<file path="src/inc/uart_lms_pkg.sv">
// constants for the serial line, modem control and status register block
package uart_lms_pkg;
   // ************************************************************
   // register offsets
   // ************************************************************
   localparam logic [2:0] ADDR_DATA = 3'h0;
   localparam logic [2:0] ADDR_IER = 3'h1;
   localparam logic [2:0] ADDR_FCR = 3'h2;
   localparam logic [2:0] ADDR_LCR = 3'h3;
   localparam logic [2:0] ADDR_MCR = 3'h4;
   localparam logic [2:0] ADDR_LSR = 3'h5;
   localparam logic [2:0] ADDR_MSR = 3'h6;
   localparam logic [2:0] ADDR_SPR = 3'h7;
   // ************************************************************
   // field positions
   // ************************************************************
   localparam int LCR_STOP = 2;
   localparam int LCR_PEN = 3;
   localparam int LCR_EVEN = 4;
   localparam int LCR_FORCE = 5;
   localparam int LCR_BRK = 6;
   localparam int LCR_DIV = 7;
   localparam int MCR_DTR = 0;
   localparam int MCR_RTS = 1;
   localparam int MCR_OUT1 = 2;
   localparam int MCR_OUT2 = 3;
   localparam int MCR_LOOP = 4;
   localparam int IER_MODEM = 3;
   localparam int FCR_EN = 0;
   localparam int FCR_RXRST = 1;
   localparam int FCR_TXRST = 2;
   // ************************************************************
   // reset values
   // ************************************************************
   localparam logic [7:0] LCR_RST = 8'h00;
   localparam logic [7:0] MCR_RST = 8'h00;
   localparam logic [7:0] IER_RST = 8'h00;
   localparam logic [7:0] SPR_RST = 8'hFF;
   localparam logic [15:0] DIV_RST = 16'h0001;
   // ************************************************************
   // fifo and timing counts, multi-function pin selects
   // ************************************************************
   localparam logic [4:0] FIFO_DEPTH = 5'h10;
   localparam logic [4:0] HOLD_DEPTH = 5'h01;
   localparam logic [5:0] TICKS_BIT = 6'h10;
   localparam logic [5:0] TICKS_HALF = 6'h08;
   localparam logic [5:0] TICKS_STOP15 = 6'h18;
   localparam logic [5:0] TICKS_STOP2 = 6'h20;
   localparam logic [1:0] MF_OUT2 = 2'h0;
   localparam logic [1:0] MF_BAUD = 2'h1;
   localparam logic [1:0] MF_RXRDY = 2'h2;
endpackage

</file>
<file path="src/uart_line_modem_status_regs.sv">
// serial channel with line format, modem control and status registers
//
// The address-and-strobe port and the register addresses were chosen for this implementation.
`timescale 1ns/10ps
// Summary of operation
// - forced parity sends mark or space constant
// - break bit holds serial output at space
// - divisor-access bit maps divisor over data registers
// - terminal-ready bit drives its pin inverted
// - request-to-send bit drives its pin inverted
// - user output one feeds ring in loopback
// - user output two inverted on multi-function pin
// - loopback bit selects internal local loopback
// - data-ready reads one while receive data held
// - overrun flags, drops new character, keeps fifo
// - parity tag belongs to head character
// - framing tag belongs to head character
// - break loads one character, waits for mark
// - holding-empty follows transmit holding or fifo
// - transmitter-empty needs holding and shifter empty
// - error summary set while tagged entries remain
// - modem deltas set on change, raise interrupt
// - ring delta only on end of ringing
// - upper modem status shows inverted input pins
// - loopback returns modem control bits as status
// - scratch register, eight bits, resets to ones
// - bit rate is clock over sixteen over divisor
// - unforced parity odd or even by select
// - modem status read clears its interrupt
module uart_line_modem_status_regs
   import uart_lms_pkg::*;
(
   input wire logic core_clk,
   input wire logic srst,
   input wire logic [2:0] reg_addr,
   input wire logic [7:0] reg_wdata,
   input wire logic reg_wr,
   input wire logic reg_rd,
   output logic [7:0] reg_rdata,
   input wire logic serial_in,
   output logic serial_out,
   input wire logic clear_to_send_in_n,
   input wire logic data_set_ready_in_n,
   input wire logic ring_in_n,
   input wire logic carrier_detect_in_n,
   input wire logic [1:0] mf_select,
   output logic terminal_ready_out_n,
   output logic request_to_send_out_n,
   output logic multi_function_out_n,
   output logic modem_irq
);
   typedef enum logic [4:0] {
      TX_IDLE = 5'b00001, TX_START = 5'b00010, TX_DATA = 5'b00100,
      TX_PAR = 5'b01000, TX_STOP = 5'b10000
   } tx_state_t;
   typedef enum logic [5:0] {
      RX_IDLE = 6'b000001, RX_START = 6'b000010, RX_DATA = 6'b000100,
      RX_PAR = 6'b001000, RX_STOP = 6'b010000, RX_BRK = 6'b100000
   } rx_state_t;

   // ************************************************************
   // helpers
   // ************************************************************
   function automatic logic [7:0] word_mask(input logic [1:0] wl);
      word_mask = 8'(8'hFF >> (2'h3 - wl));
   endfunction

   function automatic logic [2:0] last_bit(input logic [1:0] wl);
      last_bit = 3'(wl) + 3'h4;
   endfunction

   function automatic logic par_bit(input logic [7:0] d, input logic [7:0] line_format_control);
      logic x;
      x = ^(d & word_mask(line_format_control[1:0]));
      if (line_format_control[LCR_FORCE]) begin
         par_bit = ~line_format_control[LCR_EVEN];
      end else begin
         par_bit = line_format_control[LCR_EVEN] ? x : ~x;
      end
   endfunction

   // ************************************************************
   // registers and state
   // ************************************************************
   logic [7:0] lcr_ff, mcr_ff, ier_ff, spr_ff, rdata_ff;
   logic [15:0] div_ff, baud_cnt_ff;
   logic baud_tick_ff, fifo_en_ff, overrun_ff, modem_irq_ff;
   logic [7:0] tx_mem [16];
   logic [10:0] rx_mem [16];
   logic [3:0] tx_wp_ff, tx_rp_ff, rx_wp_ff, rx_rp_ff;
   logic [4:0] tx_cnt_ff, rx_cnt_ff, err_cnt_ff;
   tx_state_t tx_state_ff;
   rx_state_t rx_state_ff;
   logic [5:0] tx_tick_ff, rx_tick_ff;
   logic [2:0] tx_idx_ff, rx_idx_ff;
   logic [7:0] tx_shift_ff, rx_shift_ff;
   logic tx_par_ff, tx_line_ff, rx_zero_ff, rx_perr_ff;
   logic [3:0] delta_ff, modem_prev_ff;
   logic serial_out_ff, dtr_n_ff, rts_n_ff, mf_n_ff;

   logic loop_en, div_sel, wr_data, rd_data, rd_lsr, rd_msr, wr_fcr;
   logic [4:0] limit;
   logic tx_push, tx_pop, rx_done, rx_push, rx_pop, rx_head_err;
   logic [10:0] rx_entry, rx_head;
   logic rx_src, rx_ferr, rx_brk;
   logic [3:0] modem_now;
   logic [5:0] stop_len;

   assign loop_en = mcr_ff[MCR_LOOP];
   assign div_sel = lcr_ff[LCR_DIV];
   assign wr_data = reg_wr && reg_addr == ADDR_DATA && !div_sel;
   assign rd_data = reg_rd && reg_addr == ADDR_DATA && !div_sel;
   assign rd_lsr = reg_rd && reg_addr == ADDR_LSR;
   assign rd_msr = reg_rd && reg_addr == ADDR_MSR;
   assign wr_fcr = reg_wr && reg_addr == ADDR_FCR;
   // non-fifo mode behaves as a one-deep holding register
   assign limit = fifo_en_ff ? FIFO_DEPTH : HOLD_DEPTH;
   assign tx_push = wr_data && tx_cnt_ff != limit;
   assign tx_pop = tx_state_ff == TX_IDLE && tx_cnt_ff != 5'h00;
   assign rx_pop = rd_data && rx_cnt_ff != 5'h00;
   assign rx_head = rx_mem[rx_rp_ff];
   assign rx_head_err = |rx_head[10:8];
   // loopback feeds the receiver from the transmit line, break included
   assign rx_src = loop_en ? (tx_line_ff & ~lcr_ff[LCR_BRK]) : serial_in;
   assign rx_done = rx_state_ff == RX_STOP && baud_tick_ff && rx_tick_ff == 6'h0F;
   assign rx_ferr = ~rx_src;
   assign rx_brk = rx_zero_ff & ~rx_src;
   assign rx_entry = {rx_brk, rx_ferr, rx_perr_ff, rx_shift_ff};
   assign rx_push = rx_done && rx_cnt_ff != limit;
   assign stop_len = !lcr_ff[LCR_STOP] ? TICKS_BIT :
                     (lcr_ff[1:0] == 2'h0 ? TICKS_STOP15 : TICKS_STOP2);
   // status order is cd, ri, dsr, cts
   assign modem_now = loop_en ?
      {mcr_ff[MCR_OUT2], mcr_ff[MCR_OUT1], mcr_ff[MCR_DTR], mcr_ff[MCR_RTS]} :
      ~{carrier_detect_in_n, ring_in_n, data_set_ready_in_n, clear_to_send_in_n};

   // ************************************************************
   // control registers
   // ************************************************************
   always_ff @(posedge core_clk) begin
      if (srst) begin
         lcr_ff <= LCR_RST;
         mcr_ff <= MCR_RST;
         ier_ff <= IER_RST;
         spr_ff <= SPR_RST;
         div_ff <= DIV_RST;
         fifo_en_ff <= 1'b0;
      end else if (reg_wr) begin
         case (reg_addr)
            ADDR_DATA: if (div_sel) div_ff[7:0] <= reg_wdata;
            ADDR_IER: begin
               if (div_sel) div_ff[15:8] <= reg_wdata;
               else ier_ff <= {4'h0, reg_wdata[3:0]};
            end
            ADDR_FCR: fifo_en_ff <= reg_wdata[FCR_EN];
            ADDR_LCR: lcr_ff <= reg_wdata;
            ADDR_MCR: mcr_ff <= {3'h0, reg_wdata[4:0]};
            ADDR_SPR: spr_ff <= reg_wdata;
            default: ;
         endcase
      end
   end

   // ************************************************************
   // baud generator: one 16x tick every divisor clocks
   // ************************************************************
   always_ff @(posedge core_clk) begin
      // a divisor write restarts the count so a shorter divisor never overshoots
      if (srst || div_ff == 16'h0000 || (reg_wr && div_sel &&
          (reg_addr == ADDR_DATA || reg_addr == ADDR_IER))) begin
         baud_cnt_ff <= 16'h0000;
         baud_tick_ff <= 1'b0;
      end else if (baud_cnt_ff >= div_ff - 16'h0001) begin
         baud_cnt_ff <= 16'h0000;
         baud_tick_ff <= 1'b1;
      end else begin
         baud_cnt_ff <= baud_cnt_ff + 16'h0001;
         baud_tick_ff <= 1'b0;
      end
   end

   // ************************************************************
   // transmit fifo and shifter
   // ************************************************************
   always_ff @(posedge core_clk) begin
      if (tx_push) tx_mem[tx_wp_ff] <= reg_wdata;
   end

   always_ff @(posedge core_clk) begin
      if (srst || (wr_fcr && reg_wdata[FCR_TXRST])) begin
         tx_wp_ff <= 4'h0;
         tx_rp_ff <= 4'h0;
         tx_cnt_ff <= 5'h00;
      end else begin
         if (tx_push) tx_wp_ff <= tx_wp_ff + 4'h1;
         if (tx_pop) tx_rp_ff <= tx_rp_ff + 4'h1;
         tx_cnt_ff <= tx_cnt_ff + 5'(tx_push) - 5'(tx_pop);
      end
   end

   always_ff @(posedge core_clk) begin
      if (srst) begin
         tx_state_ff <= TX_IDLE;
         tx_tick_ff <= 6'h00;
         tx_idx_ff <= 3'h0;
         tx_shift_ff <= 8'h00;
         tx_par_ff <= 1'b0;
         tx_line_ff <= 1'b1;
      end else begin
         case (tx_state_ff)
            TX_IDLE: begin
               tx_line_ff <= 1'b1;
               if (tx_pop) begin
                  tx_shift_ff <= tx_mem[tx_rp_ff];
                  tx_par_ff <= par_bit(tx_mem[tx_rp_ff], lcr_ff);
                  tx_line_ff <= 1'b0;
                  tx_tick_ff <= 6'h00;
                  tx_state_ff <= TX_START;
               end
            end
            TX_START, TX_DATA, TX_PAR: if (baud_tick_ff) begin
               tx_tick_ff <= tx_tick_ff + 6'h01;
               if (tx_tick_ff == TICKS_BIT - 6'h01) begin
                  tx_tick_ff <= 6'h00;
                  if (tx_state_ff == TX_START) begin
                     tx_line_ff <= tx_shift_ff[0];
                     tx_idx_ff <= 3'h0;
                     tx_state_ff <= TX_DATA;
                  end else if (tx_state_ff == TX_DATA && tx_idx_ff != last_bit(lcr_ff[1:0])) begin
                     tx_shift_ff <= tx_shift_ff >> 1;
                     tx_line_ff <= tx_shift_ff[1];
                     tx_idx_ff <= tx_idx_ff + 3'h1;
                  end else if (tx_state_ff == TX_DATA && lcr_ff[LCR_PEN]) begin
                     tx_line_ff <= tx_par_ff;
                     tx_state_ff <= TX_PAR;
                  end else begin
                     tx_line_ff <= 1'b1;
                     tx_state_ff <= TX_STOP;
                  end
               end
            end
            TX_STOP: if (baud_tick_ff) begin
               tx_tick_ff <= tx_tick_ff + 6'h01;
               if (tx_tick_ff == stop_len - 6'h01) begin
                  tx_tick_ff <= 6'h00;
                  tx_state_ff <= TX_IDLE;
               end
            end
            default: tx_state_ff <= TX_IDLE;
         endcase
      end
   end

   // ************************************************************
   // receiver
   // ************************************************************
   always_ff @(posedge core_clk) begin
      if (srst) begin
         rx_state_ff <= RX_IDLE;
         rx_tick_ff <= 6'h00;
         rx_idx_ff <= 3'h0;
         rx_shift_ff <= 8'h00;
         rx_zero_ff <= 1'b0;
         rx_perr_ff <= 1'b0;
      end else begin
         case (rx_state_ff)
            RX_IDLE: if (!rx_src) begin
               rx_tick_ff <= 6'h00;
               rx_shift_ff <= 8'h00;
               rx_perr_ff <= 1'b0;
               rx_state_ff <= RX_START;
            end
            RX_START: if (baud_tick_ff) begin
               rx_tick_ff <= rx_tick_ff + 6'h01;
               if (rx_tick_ff == TICKS_HALF - 6'h01) begin
                  // a glitch shorter than half a bit is not a start bit
                  rx_tick_ff <= 6'h00;
                  rx_idx_ff <= 3'h0;
                  rx_zero_ff <= 1'b1;
                  rx_state_ff <= rx_src ? RX_IDLE : RX_DATA;
               end
            end
            RX_DATA, RX_PAR, RX_STOP: if (baud_tick_ff) begin
               rx_tick_ff <= rx_tick_ff + 6'h01;
               if (rx_tick_ff == TICKS_BIT - 6'h01) begin
                  rx_tick_ff <= 6'h00;
                  rx_zero_ff <= rx_zero_ff & ~rx_src;
                  if (rx_state_ff == RX_DATA) begin
                     rx_shift_ff[rx_idx_ff] <= rx_src;
                     rx_idx_ff <= rx_idx_ff + 3'h1;
                     if (rx_idx_ff == last_bit(lcr_ff[1:0]))
                        rx_state_ff <= lcr_ff[LCR_PEN] ? RX_PAR : RX_STOP;
                  end else if (rx_state_ff == RX_PAR) begin
                     rx_perr_ff <= rx_src != par_bit(rx_shift_ff, lcr_ff);
                     rx_state_ff <= RX_STOP;
                  end else begin
                     rx_state_ff <= rx_brk ? RX_BRK : RX_IDLE;
                  end
               end
            end
            RX_BRK: if (rx_src) rx_state_ff <= RX_IDLE;
            default: rx_state_ff <= RX_IDLE;
         endcase
      end
   end

   always_ff @(posedge core_clk) begin
      if (rx_push) rx_mem[rx_wp_ff] <= rx_entry;
   end

   always_ff @(posedge core_clk) begin
      if (srst || (wr_fcr && reg_wdata[FCR_RXRST])) begin
         rx_wp_ff <= 4'h0;
         rx_rp_ff <= 4'h0;
         rx_cnt_ff <= 5'h00;
         err_cnt_ff <= 5'h00;
      end else begin
         if (rx_push) rx_wp_ff <= rx_wp_ff + 4'h1;
         if (rx_pop) rx_rp_ff <= rx_rp_ff + 4'h1;
         rx_cnt_ff <= rx_cnt_ff + 5'(rx_push) - 5'(rx_pop);
         err_cnt_ff <= err_cnt_ff + 5'(rx_push && |rx_entry[10:8])
                       - 5'(rx_pop && rx_head_err);
      end
   end

   // overrun is cleared by a status read; a new overrun in that cycle wins
   always_ff @(posedge core_clk) begin
      if (srst) overrun_ff <= 1'b0;
      else overrun_ff <= (rx_done && !rx_push) || (overrun_ff && !rd_lsr);
   end

   // ************************************************************
   // modem status change detection
   // ************************************************************
   always_ff @(posedge core_clk) begin
      if (srst) begin
         modem_prev_ff <= modem_now;
         delta_ff <= 4'h0;
         modem_irq_ff <= 1'b0;
      end else begin
         modem_prev_ff <= modem_now;
         delta_ff[0] <= (modem_now[0] ^ modem_prev_ff[0]) || (delta_ff[0] && !rd_msr);
         delta_ff[1] <= (modem_now[1] ^ modem_prev_ff[1]) || (delta_ff[1] && !rd_msr);
         delta_ff[2] <= (modem_prev_ff[2] && !modem_now[2]) || (delta_ff[2] && !rd_msr);
         delta_ff[3] <= (modem_now[3] ^ modem_prev_ff[3]) || (delta_ff[3] && !rd_msr);
         modem_irq_ff <= ier_ff[IER_MODEM] && |delta_ff && !rd_msr;
      end
   end

   // ************************************************************
   // pins and read data
   // ************************************************************
   always_ff @(posedge core_clk) begin
      if (srst) begin
         serial_out_ff <= 1'b1;
         dtr_n_ff <= 1'b1;
         rts_n_ff <= 1'b1;
         mf_n_ff <= 1'b1;
      end else begin
         // in loopback the line sits at mark, unless a break is asked for
         serial_out_ff <= lcr_ff[LCR_BRK] ? 1'b0 : (loop_en | tx_line_ff);
         dtr_n_ff <= loop_en | ~mcr_ff[MCR_DTR];
         rts_n_ff <= loop_en | ~mcr_ff[MCR_RTS];
         case (mf_select)
            MF_OUT2: mf_n_ff <= loop_en | ~mcr_ff[MCR_OUT2];
            MF_BAUD: mf_n_ff <= ~baud_tick_ff;
            MF_RXRDY: mf_n_ff <= rx_cnt_ff == 5'h00;
            default: mf_n_ff <= 1'b1;
         endcase
      end
   end

   always_ff @(posedge core_clk) begin
      if (srst || !reg_rd) begin
         rdata_ff <= 8'h00;
      end else begin
         case (reg_addr)
            ADDR_DATA: rdata_ff <= div_sel ? div_ff[7:0] : rx_head[7:0];
            ADDR_IER: rdata_ff <= div_sel ? div_ff[15:8] : ier_ff;
            ADDR_FCR: rdata_ff <= {fifo_en_ff, fifo_en_ff, 6'h00};
            ADDR_LCR: rdata_ff <= lcr_ff;
            ADDR_MCR: rdata_ff <= mcr_ff;
            ADDR_LSR: rdata_ff <= {err_cnt_ff != 5'h00,
               tx_cnt_ff == 5'h00 && tx_state_ff == TX_IDLE,
               tx_cnt_ff == 5'h00,
               rx_cnt_ff != 5'h00 && rx_head[10],
               rx_cnt_ff != 5'h00 && rx_head[9],
               rx_cnt_ff != 5'h00 && rx_head[8],
               overrun_ff, rx_cnt_ff != 5'h00};
            ADDR_MSR: rdata_ff <= {modem_now, delta_ff};
            ADDR_SPR: rdata_ff <= spr_ff;
            default: rdata_ff <= 8'h00;
         endcase
      end
   end

   assign reg_rdata = rdata_ff;
   assign serial_out = serial_out_ff;
   assign terminal_ready_out_n = dtr_n_ff;
   assign request_to_send_out_n = rts_n_ff;
   assign multi_function_out_n = mf_n_ff;
   assign modem_irq = modem_irq_ff;
endmodule

</file>
<file path="config.mk">
export PLATFORM = sky130hd
export DESIGN_NAME = uart_line_modem_status_regs
export DESIGN_NICKNAME = d
export VERILOG_FILES = /design/src/inc/uart_lms_pkg.sv /design/src/uart_line_modem_status_regs.sv
export SDC_FILE = /design/constraint.sdc
export NUM_CORES = 1
export LEC_CHECK = 0
export BUFFER_PORTS_ARGS = -buffer_cell sky130_fd_sc_hd__buf_2
export CAP_MARGIN = 20
export CORE_MARGIN = 5
export CORE_UTILIZATION = 28
export DETAILED_ROUTE_END_ITERATION = 8
export GPL_ROUTABILITY_DRIVEN = 0
export PLACE_DENSITY = 0.49
export REMOVE_ABC_BUFFERS = 1
export SETUP_SLACK_MARGIN = 0.3
export SKIP_CTS_REPAIR_TIMING = 1
export SLEW_MARGIN = 20
export SYNTH_ARGS = -nofsm -noshare
export SYNTH_HDL_FRONTEND = slang
export SYNTH_SLANG_ARGS = --single-unit
</file>
<file path="constraint.sdc">
create_clock -name core_clk -period 9.2 [get_ports core_clk]
set_clock_uncertainty 0.05 [all_clocks]
set_input_delay 1.84 -clock core_clk [delete_from_list [all_inputs] [get_ports core_clk]]
set_output_delay 1.84 -clock core_clk [all_outputs]
set_load 0.005 [all_outputs]
</file>
==> results of run 1 <==
[per-stage QoR]
step,cells,worst slack (ns),hold WS [ns],power (W),cell area [um^2]
finish,2553,4.66,0.408,0.00536,23700
global route,2552,4.36,0.451,0.00562,23700
CTS,2552,4.70,0.411,0.00543,23600
detailed placement,2460,4.07,0.405,0.00329,21900
global placement,2460,4.17,0.407,0.00328,21900
floorplan,1447,4.28,0.330,0.00305,20300
[cell type report]
cell class | instances | area [um^2]
antenna | 1 | 2.50
clock buffer | 60 | 1360
clock inverter | 32 | 393
fill | 7176 | 49400
inverter | 55 | 206
multi-input combinational | 919 | 7660
sequential | 473 | 12500
tap | 959 | 1200
timing repair buffer | 54 | 323
[cell usage in the layout (no fill, tap or decap), types with 7 or more instances in the layout]
cell type    n
edfxtp_1   304
dfxtp_1    166
nor2_1     151
nand2_1     90
a21oi_1     67
mux4_2      67
mux2i_1     56
inv_1       55
clkbuf_16   51
ha_1        50
xnor2_1     49
buf_2       33
xor2_1      31
a211oi_1    31
nand3_1     28
o21ai_0     24
mux4_1      23
a22oi_1     22
buf_4       21
a21o_1      19
nor3_1      17
nand3b_1    17
nand2b_1    17
and3_1      16
nand4_1     15
nor2b_1     13
mux2_2      11
clkinv_2    10
or3_1        9
nor3_2       8
nor4_1       7
a221oi_1     7
[path summary, 6_finish.rpt]
kind / end / depth (start not counted)
setup / recovery: tx_cnt_ff[4] / 15
hold reg to reg: overrun_ff / 2
hold / removal: overrun_ff / 2
setup reg to reg: err_cnt_ff[4] / 13
[critical path: stages]
cell and delay, ns:
buf_2 0.27, nor4_1 0.49, nand2_1 0.12, a31oi_1 0.62, inv_1 0.10, ha_1 0.31
inv_1 0.05, ha_1 0.18, inv_1 0.07, fa_1 0.19, inv_1 0.05, a21oi_1 0.14
nor2_1 0.06, or3_1 0.35, a21oi_1 0.15
[per-layer routing]
layer | up-vias | global-route usage (%) | part of all wire, %
li1 | 5800 | - | -
met5 | - | 0 | 0
met1 | 6166 | 16.9 | 46
met3 | 63 | 2.05 | 4.3
met4 | 0 | 3.04 | 2.1
met2 | 231 | 20.3 | 47
[sequential cells by signal, summed over array words and instances (netlist names), 5 cells and up, named ones only]
signal,count
tx_shift_ff,8
lcr_ff,8
err_cnt_ff,5
tx_state_ff,5
tx_mem,128
baud_cnt_ff,16
spr_ff,8
rx_tick_ff,6
reg_rdata,8
mcr_ff,5
rx_cnt_ff,5
rx_state_ff,6
tx_tick_ff,6
rx_shift_ff,8
div_ff,16
tx_cnt_ff,5
rx_mem,176
[power by group through the flow]
stage | clock [W] | combinational, W | sequential, W
floorplan | 0 | 0.000601 | 0.00245
global placement | 0 | 0.000849 | 0.00243
detailed placement | 0 | 0.000859 | 0.00244
CTS | 0.00218 | 0.000865 | 0.00239
global route | 0.00227 | 0.000952 | 0.00240
finish | 0.00211 | 0.000857 | 0.00239
[kinds of logic after synthesis]
| logic type | after synthesis | synth area share, % |
|---|---|---|
| compound gates | 210 | 6.79 |
| fa+ha+maj | 53 | 3.32 |
| simple gates | 417 | 9.62 |
| xor+xnor | 81 | 3.47 |
| buf+inv | 130 | 2.61 |
| flops | 473 | 60.6 |
| mux | 158 | 13.6 |
==> results.cfg, run 1 <==
[clock_tree]
cts.sinks = 473
numCtsBuffers = 49
clock_latency_ns = 0.59
clk_pin_slew_worst_paths_ns = 0.06
clock_path_buffers = 3
cts-root-buf = clkbuf_16
cts_tree = done
htree_levels = 2

[yosys]
ys.flop_type = edfxtp_1
netlist_area_um2 = 20600
post-synth-top-count-cell = edfxtp_1
synthTopCellsByArea = edfxtp_1 (44%), dfxtp_1 (16%), mux4_2 (7.3%), ha_1 (3.0%), mux4_1 (2.9%)
netlist_instances = 1522
synth_warnings = 0
synth.distinct_cells = 70
synth_top_area_share_pct = 44.2
ys_ff_latch = 473
async_flop_share_pct = 0
yosysTopAreaCell = edfxtp_1
ys_seq_area_share_pct = 60.6
ys_top_cells_by_count = edfxtp_1 (304), dfxtp_1 (169), nor2_1 (155)
synth.avg_cell_area_um2 = 13.6
synth-edff-count = 304

[grt]
grt_usage_pct = 12.2
gr-total-overflow = 0
grt_max_degree = 61
grt_antenna_before_repair = 5
grt_pass1_vias = 12070
grt_pass1_wl_um = 74900

[floorplanning]
row_count = 99
die_h_um = 282
die_area_um2 = 79300
start_util_pct = 28.3
core_area_um2 = 73100
die_w_um = 282
io_pins = 35

[power_and_ir_drop]
switching_share_pct = 26.7
seqPwrFrac_pct = 44.6
power.leakage_nw = 8.06
powerDensity_nw_per_um2 = 226
combPwrFrac_pct = 16.0
intPower_w = 0.00393
power_frac_clock_pct = 39.4
netSwitchingPower_w = 0.00143
ir_worst_vdd_mv = 0.130

[critical_path]
cp.arrival_ns = 5.00
worstSetupStartpointType = primary input
critPathLaunch = reg_addr[1]
cp.required_ns = 9.66
r2r_setup_slack_ns = 4.83
cp-end-kind = flop
path_class = primary input to flop
cp_max_fo = 31

[outcome]
status = completed

[routing]
dr_total_vias = 12260
drt_iter0_markers = 800
antenna_left = 0
first_pass_iters = 7
wire_per_inst_um = 19.4
vias_per_cell = 4.80
wl_um = 49700
drc = 0

[placed_design]
portBuffers = 34
post-dp-hpwl_um = 32700

[timing]
rsz0062_at_grt = no
final-setup-viol-count = 0
fmax_ghz = 0.220
slew-limit-headroom_pct = 33.0
tightestPinTransition_ns = 1.00
period_share_pct = 49.3
drv_slew = 0
period_minus_slack_ns = 4.54
tns_ns = 0
hold_viol_final = 0

[job]
max_cap_viol_count = 0

[worst_hold_path]
hp-class = flop to flop
holdCritStartpoint = overrun_ff

[finish]
drive_above_1_share_pct = 15.3
utilization_pct = 32.4
area_growth_pct = 14.6
fin_nets = 1627
Note: power is estimated with default switching activity, not from simulation.
==> inputs of run 2 (changes only) <==
==> constraint.sdc (replaced) <==
create_clock -name core_clk -period 4.2 [get_ports core_clk]
set_clock_uncertainty 0.05 [all_clocks]
set_input_delay 0.84 -clock core_clk [delete_from_list [all_inputs] [get_ports core_clk]]
set_output_delay 0.84 -clock core_clk [all_outputs]
set_load 0.005 [all_outputs]
==> run 2 against run 1 <==
  * Hold slack improved by 0.0040 ns
  * Highest routed layer unchanged
  * Wire length rose by 4.2%
  * Cell count rose by 1.8%
  * Utilization up 0.56 points
==> results.cfg, run 2 (same netlist as run 1, synthesis figures left out) <==
[timing]
rsz0062_at_grt = no
period_share_pct = 85.6
layout_setup_ws_ns = 0.605
tightestPinTransition_ns = 0.851
slew-limit-headroom_pct = 43.0
final-setup-viol-count = 0
tns_ns = 0
period_minus_slack_ns = 3.60
drv_slew = 0
hold_viol_final = 0
fmax_ghz = 0.278

[finish]
drive_above_1_share_pct = 17.1
fin_nets = 1671
largest_reg_flops = 176
final_cell_mix = edfxtp_1 (304), dfxtp_1 (166), nor2_1 (155)
reg_top3 = rx_mem (176), tx_mem (128)
top_register = rx_mem
area_growth_pct = 16.6
mostFrequentLayoutCell = edfxtp_1

[critical_path]
cp.arrival_ns = 4.06
r2r_setup_slack_ns = 0.60
worstSetupStartpointType = flop
reg2reg_depth = 12
cp_max_fo = 14
cp-end-kind = flop
cp.required_ns = 4.67
timing.rr.end = err_cnt_ff[4]
path_class = flop to flop

[grt]
gr-total-overflow = 0
grt_antenna_before_repair = 1
grt_max_degree = 35
grt_pass1_vias = 12523
grt_pass1_wl_um = 78000
grt_usage_pct = 12.8

[clock_tree]
htree_levels = 2
numCtsBuffers = 49
clock_path_buffers = 3
cts-root-buf = clkbuf_16
cts.sinks = 473
clock_latency_ns = 0.62
clk_pin_slew_worst_paths_ns = 0.06
cts_tree = done

[power_and_ir_drop]
seqPwrFrac_pct = 43.4
netSwitchingPower_w = 0.00317
power.leakage_nw = 8.33
combPwrFrac_pct = 15.9
switching_share_pct = 26.2
powerDensity_nw_per_um2 = 503
intPower_w = 0.00893
power_frac_clock_pct = 40.7
ir_worst_vdd_mv = 0.360
power.total_w = 0.0121

[routing]
drc = 0
vias_per_cell = 4.81
drt_iter0_markers = 1007
wire_per_inst_um = 19.9
antenna_left = 0
first_pass_iters = 5
dr_total_vias = 12508
wl_um = 51700

[worst_hold_path]
hp-class = flop to flop
hold_depth = 2
whs_endpoint = overrun_ff
holdCritStartpoint = overrun_ff

[floorplanning]
die_w_um = 282
core_area_um2 = 73100
start_util_pct = 28.3
die_area_um2 = 79300
io_pins = 35
die_h_um = 282
row_count = 99

[placed_design]
post-dp-hpwl_um = 34800
post-place-ws_ns = 0.434
portBuffers = 34

[outcome]
status = completed

[job]
max_cap_viol_count = 0
run 2: cell types whose count changed in the layout (fill, tap and decap cells not counted), moves of 2 or more:
| cell | delta |
|---|---|
| clkinv_4 | -2 |
| nor3_2 | -4 |
| nor3_1 | +4 |
| clkbuf_8 | +3 |
| buf_12 | +2 |
| bufinv_16 | +5 |
| inv_16 | +2 |
| buf_4 | +42 |
| nor2_1 | +4 |
| clkbuf_16 | -2 |
| diode_2 | +3 |
| inv_6 | -2 |
| nor2_2 | -4 |
| clkinvlp_4 | -2 |
run 2: layout make-up:
class / instances / area (um^2)
clock inverters: 31 / 487
clock buffers: 61 / 1360
fillers: 7186 / 49000
well taps: 959 / 1200
flip-flops and latches: 473 / 12500
repair buffers: 98 / 678
diodes: 4 / 10.0
multi-input cells: 919 / 7620
inverters: 55 / 206
run 2: layer usage:
metal | wire, um | vias up | track usage, %
li1 | - | 5882 | -
met1 | 23600 | 6292 | 17.7
met2 | 24300 | 261 | 20.9
met3 | 2430 | 73 | 2.18
met4 | 1300 | 0 | 3.70
met5 | 0 | - | 0
run 2: worst max-delay path by stage:
stage | from | endpoint | slack [ns] | depth (start not counted)
after detailed placement | flop | err_cnt_ff[4] | 0.43 | 12
after global routing | flop | err_cnt_ff[4] | 0.42 | 12
after global placement | flop | err_cnt_ff[4] | 0.44 | 12
final | flop | err_cnt_ff[4] | 0.60 | 12
after CTS | flop | err_cnt_ff[4] | 0.43 | 12
after floorplan | flop | err_cnt_ff[4] | -0.72 | 12
run 2: metrics by stage:
step	hold slack [ns]	cells	instance area, um^2	utilization [%]
floorplan	0.330	1447	20300	-
global placement	0.396	2504	22200	30.4
detailed placement	0.408	2504	22200	30.4
CTS	0.418	2596	24100	32.9
global route	0.426	2596	24100	32.9
finish	0.412	2600	24100	32.9
run 2: power by group through the flow:
stage	clock (W)	sequential, W	combinational [W]
after floorplan	0	0.00536	0.00132
after global placement	0	0.00535	0.00193
after detailed placement	0	0.00536	0.00194
after CTS	0.00505	0.00526	0.00196
after global routing	0.00526	0.00528	0.00214
final	0.00492	0.00525	0.00193
run 2: worst max-delay path, stage by stage, from the launching register on:
cell	delay, ns
dfxtp_4	0.51
mux4_2	0.55
mux4_2	0.51
nor3_1	0.22
nor2_1	0.07
ha_1	0.27
inv_1	0.04
ha_1	0.19
fa_1	0.40
a21oi_1	0.14
nor2_1	0.06
or3_1	0.35
a21oi_1	0.15
==> inputs of run 3 (changes only) <==
--- a/config.mk
+++ b/config.mk
@@ -7,11 +7,14 @@
 export LEC_CHECK = 0
 export BUFFER_PORTS_ARGS = -buffer_cell sky130_fd_sc_hd__buf_2
 export CAP_MARGIN = 20
+export CELL_PAD_IN_SITES_DETAIL_PLACEMENT = 1
+export CELL_PAD_IN_SITES_GLOBAL_PLACEMENT = 1
 export CORE_MARGIN = 5
 export CORE_UTILIZATION = 28
 export DETAILED_ROUTE_END_ITERATION = 8
 export GPL_ROUTABILITY_DRIVEN = 0
-export PLACE_DENSITY = 0.49
+export PLACE_DENSITY = 0.55
+export RECOVER_POWER = 50
 export REMOVE_ABC_BUFFERS = 1
 export SETUP_SLACK_MARGIN = 0.3
 export SKIP_CTS_REPAIR_TIMING = 1
==> run 3 against run 2 <==
  * First-iteration DRC count fell by 27%
  * Count of clock-buffer cells in the layout rose by 1
  * The run now ends with max-capacitance violations, max-slew violations left
  * Power fell by 2.9%
  * Wire length rose by 5.6%
  * Utilization fell by 0.35 points
  * Non-clock buffer count fell by 5
  * Critical path type unchanged
  * Critical path depth did not move
  * Clock power fell by 7.3%
  * Die area did not move
==> results.cfg, run 3 (same netlist as run 1, synthesis figures left out) <==
[power_and_ir_drop]
powerDensity_nw_per_um2 = 493
power_frac_clock_pct = 38.8
power.leakage_nw = 8.12
seqPwrFrac_pct = 44.6
netSwitchingPower_w = 0.00322
switching_share_pct = 27.4
intPower_w = 0.00853
combPwrFrac_pct = 16.6
ir_worst_vdd_mv = 0.337
power.total_w = 0.0118

[clock_tree]
numCtsBuffers = 52
htree_levels = 2
cts_tree = done
cts.sinks = 473
clock_path_buffers = 3
clk_pin_slew_worst_paths_ns = 0.06
cts-root-buf = clkbuf_16
clock_latency_ns = 0.62

[timing]
hold_viol_final = 0
period_minus_slack_ns = 3.68
fmax_ghz = 0.272
drv_slew = 24
final-setup-viol-count = 0
tightestPinTransition_ns = 1.53
slew-limit-headroom_pct = -1.88
period_share_pct = 87.7
holdWs_ns = 0.419
rsz0062_at_grt = no

[routing]
drc = 0
dr_total_vias = 12604
first_pass_iters = 5
drt_iter0_markers = 732
wl_um = 54600
antenna_left = 0
wire_per_inst_um = 21.1
vias_per_cell = 4.86

[floorplanning]
die_area_um2 = 79300
io_pins = 35
core_area_um2 = 73100
die_w_um = 282
row_count = 99
start_util_pct = 28.3
die_h_um = 282

[critical_path]
r2r_setup_slack_ns = 0.52
path_class = flop to flop
cp.arrival_ns = 4.16
timing.rr.end = err_cnt_ff[4]
worstSetupStartpointType = flop
cp.required_ns = 4.68
reg2reg_depth = 12
cp-end-kind = flop
endpoint = err_cnt_ff[4]
cp_max_fo = 19

[outcome]
status = finished with violations
failed_checks = max-capacitance violations, max-slew violations

[placed_design]
placedCellCount = 2499
portBuffers = 34
place_area_um2 = 22200
post-dp-hpwl_um = 37100

[finish]
final_cells = 2595
fin_nets = 1669
finalInstanceArea_um2 = 23800
area_growth_pct = 15.3
drive_above_1_share_pct = 14.4
reg_top3 = rx_mem (176), tx_mem (128)
utilization_pct = 32.6
fill_cells = 7818
top_register = rx_mem
final_cell_mix = edfxtp_1 (304), dfxtp_1 (166), nor2_1 (155)
largest_reg_flops = 176
mostFrequentLayoutCell = edfxtp_1

[grt]
grt_usage_pct = 13.6
grt_pass1_wl_um = 83400
grt_antenna_before_repair = 2
gr-total-overflow = 0
grt_max_degree = 43
grt_pass1_vias = 13388

[job]
max_cap_viol_count = 1

[worst_hold_path]
hold_depth = 2
hp-class = flop to flop
==> run 3: changes by cell type in the layout (fill, tap and decap cells not counted), moves of 6 or more <==
| cell | change |
|---|---|
| buf_2 | -18 |
| clkbuf_8 | -7 |
| buf_4 | -13 |
| clkinv_1 | +10 |
| clkbuf_1 | +33 |
| bufinv_16 | -6 |
==> run 3: how the worst min path moves through the flow <==
stage	startpoint	to
detailed placement	spr_ff[4]	spr_ff[4]
global route	overrun_ff	overrun_ff
global placement	spr_ff[4]	spr_ff[4]
floorplan	mcr_ff[0]	terminal_ready_out_n
finish	overrun_ff	overrun_ff
CTS	overrun_ff	overrun_ff
==> run 3: through the flow <==
| stage | setup slack (ns) | setup TNS, ns |
|---|---|---|
| 6_report | 0.519 | 0 |
| 2_1_floorplan | -0.717 | -1.58 |
| 3_5_place_dp | 0.283 | 0 |
| 3_3_place_gp | 0.372 | 0 |
| 5_1_grt | 0.320 | 0 |
| 4_1_cts | 0.270 | 0 |
==> run 3: layout make-up <==
class | count | area, um^2 | area share (%)
inverter | 55 | 206 | 0.867
antenna | 1 | 2.50 | 0.0105
tap | 959 | 1200 | 5.04
multi-input combinational | 919 | 7620 | 32.0
clock buffer | 62 | 1350 | 5.66
timing repair buffer | 93 | 572 | 2.40
sequential | 473 | 12500 | 52.6
clock inverter | 33 | 349 | 1.47
==> run 3: layer usage <==
layer,part of all wire (%),track usage (%),wire (um)
met1,46,18.7,25200
met5,0,0,0
met2,49,23.3,26600
met4,1.7,2.87,943
met3,3.4,1.89,1880
==> run 3: power groups by stage <==
stage | Clock, W | Sequential [W] | Combinational [W]
finish | 0.00456 | 0.00524 | 0.00195
global route | 0.00489 | 0.00526 | 0.00218
CTS | 0.00470 | 0.00524 | 0.00201
detailed placement | 0 | 0.00534 | 0.00200
global placement | 0 | 0.00533 | 0.00197
floorplan | 0 | 0.00536 | 0.00132
==> run 3: worst max-delay path: stages, from the launching register on <==
cell and delay (ns):
dfxtp_2 0.67, mux4_2 0.39, mux4_2 0.51, nor3_1 0.26
nor2_1 0.07, ha_1 0.27, inv_1 0.04, ha_1 0.20
fa_1 0.42, a21oi_1 0.16, nor2_1 0.07, or3_1 0.34
a21oi_1 0.14
